**src/rtl/smc_pkg.sv**
```systemverilog
// Constants, types and decode helpers for the conversion and mode control
package smc_pkg;

    localparam int unsigned RES_BITS      = 16;
    localparam int unsigned CLK_PERIOD_NS = 8;
    localparam int unsigned CNT_W         = 8;

    // Throughput figures in kSPS
    localparam int unsigned FAST_KSPS     = 750;
    localparam int unsigned FAST_MAX_KSPS = 900;
    localparam int unsigned NORMAL_KSPS   = 600;
    localparam int unsigned LOWPWR_KSPS   = 500;

    // Sample periods in cycles, rounded down
    localparam int unsigned FAST_PER_CYC   =
        1000000 / (FAST_MAX_KSPS * CLK_PERIOD_NS);
    localparam int unsigned NORMAL_PER_CYC =
        1000000 / (NORMAL_KSPS * CLK_PERIOD_NS);
    localparam int unsigned LOWPWR_PER_CYC =
        1000000 / (LOWPWR_KSPS * CLK_PERIOD_NS);

    // Least acquisition and wake-up times, rounded up
    localparam int unsigned ACQ_NS    = 250;
    localparam int unsigned PWRUP_NS  = 40;
    localparam int unsigned ACQ_CYC_I =
        (ACQ_NS + CLK_PERIOD_NS - 1) / CLK_PERIOD_NS;
    localparam int unsigned PWRUP_CYC_I =
        (PWRUP_NS + CLK_PERIOD_NS - 1) / CLK_PERIOD_NS;
    localparam logic [CNT_W-1:0] ACQ_CYC   = CNT_W'(ACQ_CYC_I);
    localparam logic [CNT_W-1:0] PWRUP_CYC = CNT_W'(PWRUP_CYC_I);

    // Open, to-ref, code and hand-back cycles around the trials
    localparam int unsigned FIXED_CYC = 4;

    // Cycles per bit trial, sized so each mode meets its throughput
    localparam logic [CNT_W-1:0] FAST_BIT_CYC = CNT_W'(
        (FAST_PER_CYC - ACQ_CYC_I - FIXED_CYC) / RES_BITS);
    localparam logic [CNT_W-1:0] NORMAL_BIT_CYC = CNT_W'(
        (NORMAL_PER_CYC - ACQ_CYC_I - FIXED_CYC) / RES_BITS);
    localparam logic [CNT_W-1:0] LOWPWR_BIT_CYC = CNT_W'(
        (LOWPWR_PER_CYC - ACQ_CYC_I - FIXED_CYC - PWRUP_CYC_I)
        / RES_BITS);

    typedef enum logic [1:0] {
        SMC_MODE_NORMAL,
        SMC_MODE_FAST,
        SMC_MODE_LOWPWR
    } smc_mode_t;

    typedef enum logic [1:0] {
        SMC_RANGE_0_5,
        SMC_RANGE_0_10,
        SMC_RANGE_PM5,
        SMC_RANGE_PM10
    } smc_range_t;

    typedef struct packed {
        logic fast_sel;
        logic low_power_sel;
    } smc_mode_pins_t;

    typedef struct packed {
        logic bipolar_sel;
        logic ten_volt_sel;
    } smc_range_pins_t;

    typedef struct packed {
        smc_mode_pins_t  mode;
        smc_range_pins_t range;
    } smc_cfg_t;

    typedef struct packed {
        smc_mode_t  mode;
        smc_range_t range;
    } smc_active_t;

    function automatic smc_mode_t decode_mode(input smc_mode_pins_t p);
        smc_mode_t m;
        m = SMC_MODE_NORMAL;
        if (p.fast_sel && !p.low_power_sel) begin
            m = SMC_MODE_FAST;
        end else if (!p.fast_sel && p.low_power_sel) begin
            m = SMC_MODE_LOWPWR;
        end
        return m;
    endfunction

    function automatic smc_range_t decode_range(input smc_range_pins_t p);
        return smc_range_t'({p.bipolar_sel, p.ten_volt_sel});
    endfunction

endpackage

```
**src/rtl/smc_conv_ctrl.sv**
```systemverilog
// Conversion sequencing and operating-mode selection
`timescale 1ns/1ns
`default_nettype none

module smc_conv_ctrl #(
    parameter int unsigned RES = smc_pkg::RES_BITS
) (
    input  wire logic                    sys_clk,
    input  wire logic                    sys_rst,
    input  wire logic                    convert_start_n,
    input  wire logic                    comp_keep,
    input  wire smc_pkg::smc_cfg_t       pin_cfg,
    input  wire logic                    sw_config_mode,
    input  wire logic                    cfg_load,
    input  wire smc_pkg::smc_cfg_t       cfg_data,
    output logic                         busy,
    output logic [RES-1:0]               result,
    output logic                         result_valid,
    output logic                         pos_sample_switch,
    output logic                         neg_sample_switch,
    output logic                         array_on_inputs,
    output logic                         array_on_ref,
    output logic [RES-1:0]               capacitor_dac_array,
    output logic                         power_down,
    output smc_pkg::smc_active_t         active_cfg
);

    typedef enum logic [2:0] {
        ST_ACQ,
        ST_OPEN,
        ST_REF,
        ST_WAKE,
        ST_TRIAL,
        ST_CODE
    } smc_state_t;

    localparam logic [smc_pkg::CNT_W-1:0] CNT_ONE = 8'h01;

    smc_state_t                   state;
    smc_state_t                   next_state;
    smc_pkg::smc_cfg_t            cfg_reg;
    smc_pkg::smc_cfg_t            next_cfg_reg;
    smc_pkg::smc_active_t         next_active_cfg;
    logic [smc_pkg::CNT_W-1:0]    cnt;
    logic [smc_pkg::CNT_W-1:0]    next_cnt;
    logic [smc_pkg::CNT_W-1:0]    bit_cyc;
    logic                         prev_cnv;
    logic                         start_fall;
    logic                         acq_done;
    logic                         sar_load;
    logic                         sar_step;
    logic                         sar_done;
    logic [RES-1:0]               next_result;
    logic                         next_busy;
    logic                         next_valid;
    logic                         next_pd;
    logic                         next_sw_closed;
    logic                         next_on_inputs;
    logic                         next_on_ref;
    smc_pkg::smc_cfg_t            src_cfg;

    assign start_fall = prev_cnv && !convert_start_n;
    assign acq_done   = (state == ST_ACQ) && (cnt == smc_pkg::ACQ_CYC);

    smc_sar_reg #(
        .WIDTH     (RES)
    ) u_sar (
        .sys_clk   (sys_clk),
        .sys_rst   (sys_rst),
        .load      (sar_load),
        .step      (sar_step),
        .comp_keep (comp_keep),
        .trial     (capacitor_dac_array),
        .done      (sar_done)
    );

    // Configuration source and active setting
    always_comb begin
        next_cfg_reg = cfg_load ? cfg_data : cfg_reg;
        src_cfg      = sw_config_mode ? cfg_reg : pin_cfg;
        next_active_cfg = active_cfg;
        // Held during conversion so a change never corrupts the trials
        if (state == ST_ACQ) begin
            next_active_cfg.mode  = smc_pkg::decode_mode(src_cfg.mode);
            next_active_cfg.range =
                smc_pkg::decode_range(src_cfg.range);
        end
        unique case (active_cfg.mode)
            smc_pkg::SMC_MODE_FAST:   bit_cyc = smc_pkg::FAST_BIT_CYC;
            smc_pkg::SMC_MODE_LOWPWR: bit_cyc = smc_pkg::LOWPWR_BIT_CYC;
            default:                  bit_cyc = smc_pkg::NORMAL_BIT_CYC;
        endcase
    end

    always_ff @(posedge sys_clk) begin
        if (sys_rst) begin
            cfg_reg    <= '0;
            active_cfg <= '{smc_pkg::SMC_MODE_NORMAL, smc_pkg::SMC_RANGE_0_5};
        end else begin
            cfg_reg    <= next_cfg_reg;
            active_cfg <= next_active_cfg;
        end
    end

    // Sequencer
    always_comb begin
        next_state     = state;
        next_cnt       = cnt;
        next_result    = result;
        next_busy      = busy;
        next_valid     = 1'b0;
        next_pd        = power_down;
        next_sw_closed = pos_sample_switch;
        next_on_inputs = array_on_inputs;
        next_on_ref    = array_on_ref;
        sar_load       = 1'b0;
        sar_step       = 1'b0;
        unique case (state)
            ST_ACQ: begin
                // A setting change restarts the acquisition count
                if (next_active_cfg != active_cfg) begin
                    next_cnt = '0;
                end else if (cnt != smc_pkg::ACQ_CYC) begin
                    next_cnt = cnt + CNT_ONE;
                end
                // A start that meets a setting change gets no fresh sample
                if (acq_done && start_fall
                    && (next_active_cfg == active_cfg)) begin
                    next_state     = ST_OPEN;
                    next_busy      = 1'b1;
                    next_sw_closed = 1'b0;
                    next_cnt       = '0;
                end
            end
            ST_OPEN: begin
                next_state     = ST_REF;
                next_on_inputs = 1'b0;
                next_on_ref    = 1'b1;
            end
            ST_REF: begin
                if (power_down) begin
                    next_state = ST_WAKE;
                    next_pd    = 1'b0;
                end else begin
                    next_state = ST_TRIAL;
                    sar_load   = 1'b1;
                end
            end
            ST_WAKE: begin
                // Wake-up is paid after sampling, so aperture is unaffected
                next_cnt = cnt + CNT_ONE;
                if (next_cnt == smc_pkg::PWRUP_CYC) begin
                    next_state = ST_TRIAL;
                    next_cnt   = '0;
                    sar_load   = 1'b1;
                end
            end
            ST_TRIAL: begin
                next_cnt = cnt + CNT_ONE;
                if (next_cnt == bit_cyc) begin
                    next_cnt = '0;
                    sar_step = 1'b1;
                end
                if (sar_done) begin
                    next_state  = ST_CODE;
                    next_result = capacitor_dac_array;
                    next_cnt    = '0;
                end
            end
            ST_CODE: begin
                next_state     = ST_ACQ;
                next_busy      = 1'b0;
                next_valid     = 1'b1;
                next_sw_closed = 1'b1;
                next_on_inputs = 1'b1;
                next_on_ref    = 1'b0;
                next_pd        =
                    (active_cfg.mode == smc_pkg::SMC_MODE_LOWPWR);
            end
        endcase
    end

    always_ff @(posedge sys_clk) begin
        if (sys_rst) begin
            state             <= ST_ACQ;
            cnt               <= '0;
            prev_cnv          <= 1'b1;
            result            <= '0;
            busy              <= 1'b0;
            result_valid      <= 1'b0;
            power_down        <= 1'b0;
            pos_sample_switch <= 1'b1;
            neg_sample_switch <= 1'b1;
            array_on_inputs   <= 1'b1;
            array_on_ref      <= 1'b0;
        end else begin
            state             <= next_state;
            cnt               <= next_cnt;
            prev_cnv          <= convert_start_n;
            result            <= next_result;
            busy              <= next_busy;
            result_valid      <= next_valid;
            power_down        <= next_pd;
            pos_sample_switch <= next_sw_closed;
            neg_sample_switch <= next_sw_closed;
            array_on_inputs   <= next_on_inputs;
            array_on_ref      <= next_on_ref;
        end
    end

    // Helper counters for checks
    logic [4:0] step_count;
    logic [8:0] conv_len;
    always_ff @(posedge sys_clk) begin
        if (sys_rst || (start_fall && acq_done)) begin
            step_count <= '0;
            conv_len   <= '0;
        end else begin
            step_count <= step_count + {4'h0, sar_step};
            conv_len   <= conv_len + {8'h00, busy};
        end
    end

    property p_start_after_acq;
        @(posedge sys_clk) disable iff (sys_rst)
        $rose(busy) |-> $past(acq_done) && $past(start_fall);
    endproperty
    a_start_after_acq: assert property (p_start_after_acq)
        else $error("conversion began without acquisition and start edge");

    property p_switch_order;
        @(posedge sys_clk) disable iff (sys_rst)
        $fell(pos_sample_switch) |-> array_on_inputs && !array_on_ref
            ##1 !array_on_inputs && array_on_ref && !neg_sample_switch;
    endproperty
    a_switch_order: assert property (p_switch_order)
        else $error("arrays moved before sampling switches opened");

    property p_sixteen_trials;
        @(posedge sys_clk) disable iff (sys_rst)
        $fell(busy) |-> step_count == 5'd16;
    endproperty
    a_sixteen_trials: assert property (p_sixteen_trials)
        else $error("conversion did not run sixteen trials");

    property p_code_before_busy_low;
        @(posedge sys_clk) disable iff (sys_rst)
        $fell(busy) |-> result == $past(capacitor_dac_array) && result_valid
            && $past(busy, 2);
    endproperty
    a_code_before_busy_low: assert property (p_code_before_busy_low)
        else $error("busy fell without the formed code");

    property p_fast_mode;
        @(posedge sys_clk) disable iff (sys_rst)
        (state == ST_ACQ && !sw_config_mode && pin_cfg.mode.fast_sel
            && !pin_cfg.mode.low_power_sel)
        |=> active_cfg.mode == smc_pkg::SMC_MODE_FAST;
    endproperty
    a_fast_mode: assert property (p_fast_mode)
        else $error("fast pins did not select fast mode");

    property p_normal_mode;
        @(posedge sys_clk) disable iff (sys_rst)
        (state == ST_ACQ && !sw_config_mode
            && pin_cfg.mode.fast_sel == pin_cfg.mode.low_power_sel)
        |=> active_cfg.mode == smc_pkg::SMC_MODE_NORMAL;
    endproperty
    a_normal_mode: assert property (p_normal_mode)
        else $error("equal pins did not select normal mode");

    property p_lowpwr_mode;
        @(posedge sys_clk) disable iff (sys_rst)
        $fell(busy) && active_cfg.mode == smc_pkg::SMC_MODE_LOWPWR
        |-> power_down;
    endproperty
    a_lowpwr_mode: assert property (p_lowpwr_mode)
        else $error("low-power mode did not power down after conversion");

    property p_sw_config;
        @(posedge sys_clk) disable iff (sys_rst)
        (state == ST_ACQ && sw_config_mode)
        |=> active_cfg.mode == smc_pkg::decode_mode($past(cfg_reg.mode));
    endproperty
    a_sw_config: assert property (p_sw_config)
        else $error("software mode did not follow the config register");

    property p_throughput;
        @(posedge sys_clk) disable iff (sys_rst)
        $fell(busy) |-> conv_len + 9'(smc_pkg::ACQ_CYC_I) <= 9'(
            active_cfg.mode == smc_pkg::SMC_MODE_FAST ? smc_pkg::FAST_PER_CYC
          : active_cfg.mode == smc_pkg::SMC_MODE_LOWPWR
            ? smc_pkg::LOWPWR_PER_CYC : smc_pkg::NORMAL_PER_CYC);
    endproperty
    a_throughput: assert property (p_throughput)
        else $error("conversion too long for the mode's throughput");

    property p_setting_settles;
        @(posedge sys_clk) disable iff (sys_rst)
        (state == ST_ACQ && next_active_cfg != active_cfg) |=> !busy [*2];
    endproperty
    a_setting_settles: assert property (p_setting_settles)
        else $error("conversion began before a new setting settled");

    property p_ignore_while_busy;
        @(posedge sys_clk) disable iff (sys_rst)
        busy && start_fall |=> busy || $past(state) == ST_CODE;
    endproperty
    a_ignore_while_busy: assert property (p_ignore_while_busy)
        else $error("start edge disturbed a running conversion");

    c_fast_done: cover property (@(posedge sys_clk) disable iff (sys_rst)
        $fell(busy) && active_cfg.mode == smc_pkg::SMC_MODE_FAST);
    c_lowpwr_done: cover property (@(posedge sys_clk) disable iff (sys_rst)
        $fell(busy) && active_cfg.mode == smc_pkg::SMC_MODE_LOWPWR);
    c_start_ignored: cover property (@(posedge sys_clk) disable iff (sys_rst)
        busy && start_fall);
    c_sw_config: cover property (@(posedge sys_clk) disable iff (sys_rst)
        $fell(busy) && sw_config_mode);

endmodule // smc_conv_ctrl

`default_nettype wire

```
**src/rtl/smc_sar_reg.sv**
```systemverilog
// Successive approximation register, MSB first, one trial per step
`timescale 1ns/1ns
`default_nettype none

module smc_sar_reg #(
    parameter int unsigned WIDTH = smc_pkg::RES_BITS
) (
    input  wire logic             sys_clk,
    input  wire logic             sys_rst,
    input  wire logic             load,
    input  wire logic             step,
    input  wire logic             comp_keep,
    output logic [WIDTH-1:0]      trial,
    output logic                  done
);

    logic [WIDTH-1:0] ptr;
    logic [WIDTH-1:0] next_trial;
    logic [WIDTH-1:0] next_ptr;
    logic             next_done;

    always_comb begin
        next_trial = trial;
        next_ptr   = ptr;
        next_done  = 1'b0;
        if (load) begin
            // Half-reference step first
            next_ptr   = {1'b1, {(WIDTH-1){1'b0}}};
            next_trial = next_ptr;
        end else if (step && (ptr != '0)) begin
            // Drop the bit if the comparator says too high
            next_trial = (comp_keep ? trial : (trial & ~ptr)) | (ptr >> 1);
            next_ptr   = ptr >> 1;
            next_done  = (ptr == {{(WIDTH-1){1'b0}}, 1'b1});
        end
    end

    always_ff @(posedge sys_clk) begin
        if (sys_rst) begin
            trial <= '0;
            ptr   <= '0;
            done  <= 1'b0;
        end else begin
            trial <= next_trial;
            ptr   <= next_ptr;
            done  <= next_done;
        end
    end

endmodule // smc_sar_reg

`default_nettype wire

```
**config.mk**
```make
export PLATFORM = sky130hd
export DESIGN_NAME = smc_conv_ctrl
export DESIGN_NICKNAME = d
export VERILOG_FILES = /design/src/rtl/smc_pkg.sv /design/src/rtl/smc_conv_ctrl.sv /design/src/rtl/smc_sar_reg.sv
export SDC_FILE = /design/constraint.sdc
export NUM_CORES = 1
export LEC_CHECK = 0
export BUFFER_PORTS_ARGS = -buffer_cell sky130_fd_sc_hd__buf_2
export CELL_PAD_IN_SITES_DETAIL_PLACEMENT = 1
export CELL_PAD_IN_SITES_GLOBAL_PLACEMENT = 1
export CORE_ASPECT_RATIO = 0.9
export CORE_MARGIN = 4
export CORE_UTILIZATION = 35
export CTS_CLUSTER_DIAMETER = 100
export DETAILED_ROUTE_END_ITERATION = 10
export GPL_ROUTABILITY_DRIVEN = 0
export PLACE_DENSITY = 0.8
export SYNTH_ARGS = -nofsm -noshare
export SYNTH_HDL_FRONTEND = slang
export SYNTH_SLANG_ARGS = --single-unit
```
**constraint.sdc**
```tcl
create_clock -name sys_clk -period 5.62 [get_ports sys_clk]
set_input_delay 0.281 -clock sys_clk [delete_from_list [all_inputs] [get_ports sys_clk]]
set_output_delay 0.281 -clock sys_clk [all_outputs]
set_load 0.01 [all_outputs]
```
==> results.yml <==
status:
  status: "finished clean"
sta:
  final_period_minus_worst_setup_slack_ps: 2980
  relSlewSlack_pct: 20.6
  fin_worst_skew_ps: 12.7
  timing.final.setup_violations: 0
  worst-slew-pin-transition_ps: 1190
  timing.final.hold_violations: 0
  slew_violations: 0
  fin_setup_tns_ps: 0
  rsz_0062_raised_after_global_routing: "false"
  timing.fmax_ghz: 0.335
  layout_worst_path_cycle_share_pct: 53.1
  hold_ws_ps: 126
synthesis:
  synthesis.instances: 408
  synthArstFlopShare_pct: 0
  synth_top_area_share_pct: 44.8
  yosys_warnings: 0
  top_count_cell_post_synth: "sky130_fd_sc_hd__nand2_1"
  leading_cell_types_by_total_area_after_synthesis: "sky130_fd_sc_hd__dfxtp_1 45%, sky130_fd_sc_hd__a21oi_1 8.7%, sky130_fd_sc_hd__nand2_1 8.5%"
  postSynthNetCount: 427
  mappedNetlistArea_um2: 3350
  ys_top_cells_by_count: "76 x sky130_fd_sc_hd__nand2_1, 75 x sky130_fd_sc_hd__dfxtp_1, 58 x sky130_fd_sc_hd__a21oi_1"
  synth_flop_cell: "sky130_fd_sc_hd__dfxtp_1"
  synth_edf_count: 0
  synth.ff_latch_count: 75
  synth.largest_area_cell: "sky130_fd_sc_hd__dfxtp_1"
  synthesis.area_per_instance_um2: 8.22
  synth_cell_type_count: 49
  synth_seq_area_share_pct: 44.8
global_route:
  global_route.peak_usage_layer: "met2"
  grt_pass1_wl_um: 14800
  grt_antenna_before_repair: 0
  grt.met1_usage_pct: 21.4
  globalRouteMet2Util_pct: 26.3
  groute.usage.overall_pct: 16.4
  globalRouteOverflowTotal: 0
  grt_start_max_net_pins: 44
  grtUsageMet3_pct: 4.26
  grt_pass1_vias: 3055
setup_path:
  crit_path_end_kind: "flop"
  worstPathArrival_ps: 3170
  timing.critical_path.from_type: "flop"
  required_ps: 5810
  crit_path_max_fanout: 30
  critPathKind: "reg2reg"
layout:
  filler_cell_count: 1134
  top_regs: "result: 16 flops, u_sar.ptr: 16 flops, u_sar.trial: 16 flops"
  layoutNonFillerInstCount: 578
  drive_above_1_share_pct: 19.1
  antenna_diode_instance_count: 0
  fin_util_pct: 42.0
  nets: 470
  final_instance_area_um2: 3870
  synthToLayoutAreaGrowth_pct: 15.4
place:
  dpl-instance-area_um2: 3650
  placed_cells: 562
  detailedPlacementHpwl_um: 6300
  portBuffers: 56
drt:
  drt_first_pass_iters: 5
  final_wl_um: 8950
  final_antenna_net_count: 0
  post-route-drc-count: 0
  routed_via_density: 5.24
  route.vias.total: 3028
  drt-wirelength-per-cell_um: 15.5
  dr.first_iter.drc_count: 156
floorplanning:
  die_width_um: 111
  design.die.area_um2: 11200
  core_area_um2: 9210
  initial_utilization_pct: 36.4
  die-height_um: 101
  io_pins: 57
  core.rowCount: 33
power_and_ir_drop:
  static_power_due_to_leakage_nw: 1.46
  power_density_nw_per_um2: 268
  peakVddDrop_mv: 0.163
clock_tree:
  post-cts-setup-buffers: 0
  cts-hold-fix-buffers: 0
  clock_insertion_delay_worst_skew_ps: 360
  worst_path_clk_slew_ps: 70
  htree_num_levels: 3
  clockBufferDepth: 2
  cts.root.buffer_cell: "sky130_fd_sc_hd__clkbuf_8"
  cts_tree: "done"
  tritoncts.num_buffers: 9
  cts.repair.resized: 0
  tritoncts_num_sinks: 75
run:
  max-cap-violations: 0
min_path:
  worst_hold_path_type: "in2reg"
report_power, final:
| part | switching [mW] | leakage (nW) | internal (mW) |
|---|---|---|---|
| clock | 0.198 | 0.102 | 0.242 |
| sequential | 0.00503 | 0.606 | 0.535 |
| combinational | 0.0342 | 0.749 | 0.0223 |
cell families (layout without fill, tap and decap cells):
group / Yosys count / in the layout / share of synthesized area (%)
XOR/XNOR: 8 / 8 / 2.09
AO/OA/AOI/OAI: 105 / 105 / 18.6
multiplexers: 6 / 6 / 1.79
AND/OR/NAND/NOR: 174 / 174 / 25.6
adder cells (fa/ha/maj): 5 / 5 / 1.87
flip-flops: 75 / 75 / 44.8
buffers and inverters: 35 / 83 / 5.26
final cells by class:
class / instances / area (µm²) / area share (%)
clock inverter: 3 / 45.0 / 1.16
clock buffer: 13 / 169 / 4.37
sequential: 75 / 1500 / 38.8
inverter: 11 / 41.3 / 1.07
timing repair buffer: 56 / 280 / 7.24
multi-input combinational: 298 / 1680 / 43.4
tap: 122 / 153 / 3.95
path summary, 6_finish.rpt:
check,start,cells after the start,endpoint,slack [ps]
worst max register to register,cnt[0],9,u_sar.trial[11],2640
worst max-delay path,cnt[0],9,u_sar.trial[11],2640
worst min-delay path,convert_start_n,2,prev_cnv,130
worst min register to register,array_on_inputs,2,array_on_inputs,440
critical path, stage by stage (launching register included):
cell                      delay (ps)
sky130_fd_sc_hd__dfxtp_1         490
sky130_fd_sc_hd__inv_1           100
sky130_fd_sc_hd__ha_1            330
sky130_fd_sc_hd__nor3b_1         210
sky130_fd_sc_hd__a21oi_1          70
sky130_fd_sc_hd__nor3_1          320
sky130_fd_sc_hd__nand3_2         230
sky130_fd_sc_hd__or2_1           660
sky130_fd_sc_hd__o21ai_1         300
sky130_fd_sc_hd__a21oi_1          90
placed cells by master, fill, tap and decap left out, types with 11 or more instances in the layout:
cell                       synthesis  routed
sky130_fd_sc_hd__a21oi_1          58      58
sky130_fd_sc_hd__buf_2             6      56
sky130_fd_sc_hd__clkbuf_8          0      12
sky130_fd_sc_hd__dfxtp_1          75      75
sky130_fd_sc_hd__inv_1            11      11
sky130_fd_sc_hd__nand2_1          76      76
sky130_fd_sc_hd__nand2b_1         20      20
sky130_fd_sc_hd__nor2_1           24      24
sky130_fd_sc_hd__nor3_1           13      12
sky130_fd_sc_hd__o21ai_1          15      15
stage by stage:
step | power (mW) | setup slack [ps]
3_5_place_dp | 0.610 | 2690
3_3_place_gp | 0.608 | 2860
4_1_cts | 1.05 | 2630
2_1_floorplan | 0.593 | 3430
6_report | 1.04 | 2640
5_1_grt | 1.08 | 2330
routing by layer:
| layer | wire length [µm] | up-vias | part of all wire (%) |
|---|---|---|---|
| li1 | - | 1493 | - |
| met1 | 4270 | 1472 | 48 |
| met2 | 4150 | 53 | 46 |
| met3 | 414 | 10 | 4.6 |
| met4 | 116 | 0 | 1.3 |
| met5 | 0 | - | 0 |
Note: power is estimated with default switching activity, not from simulation.
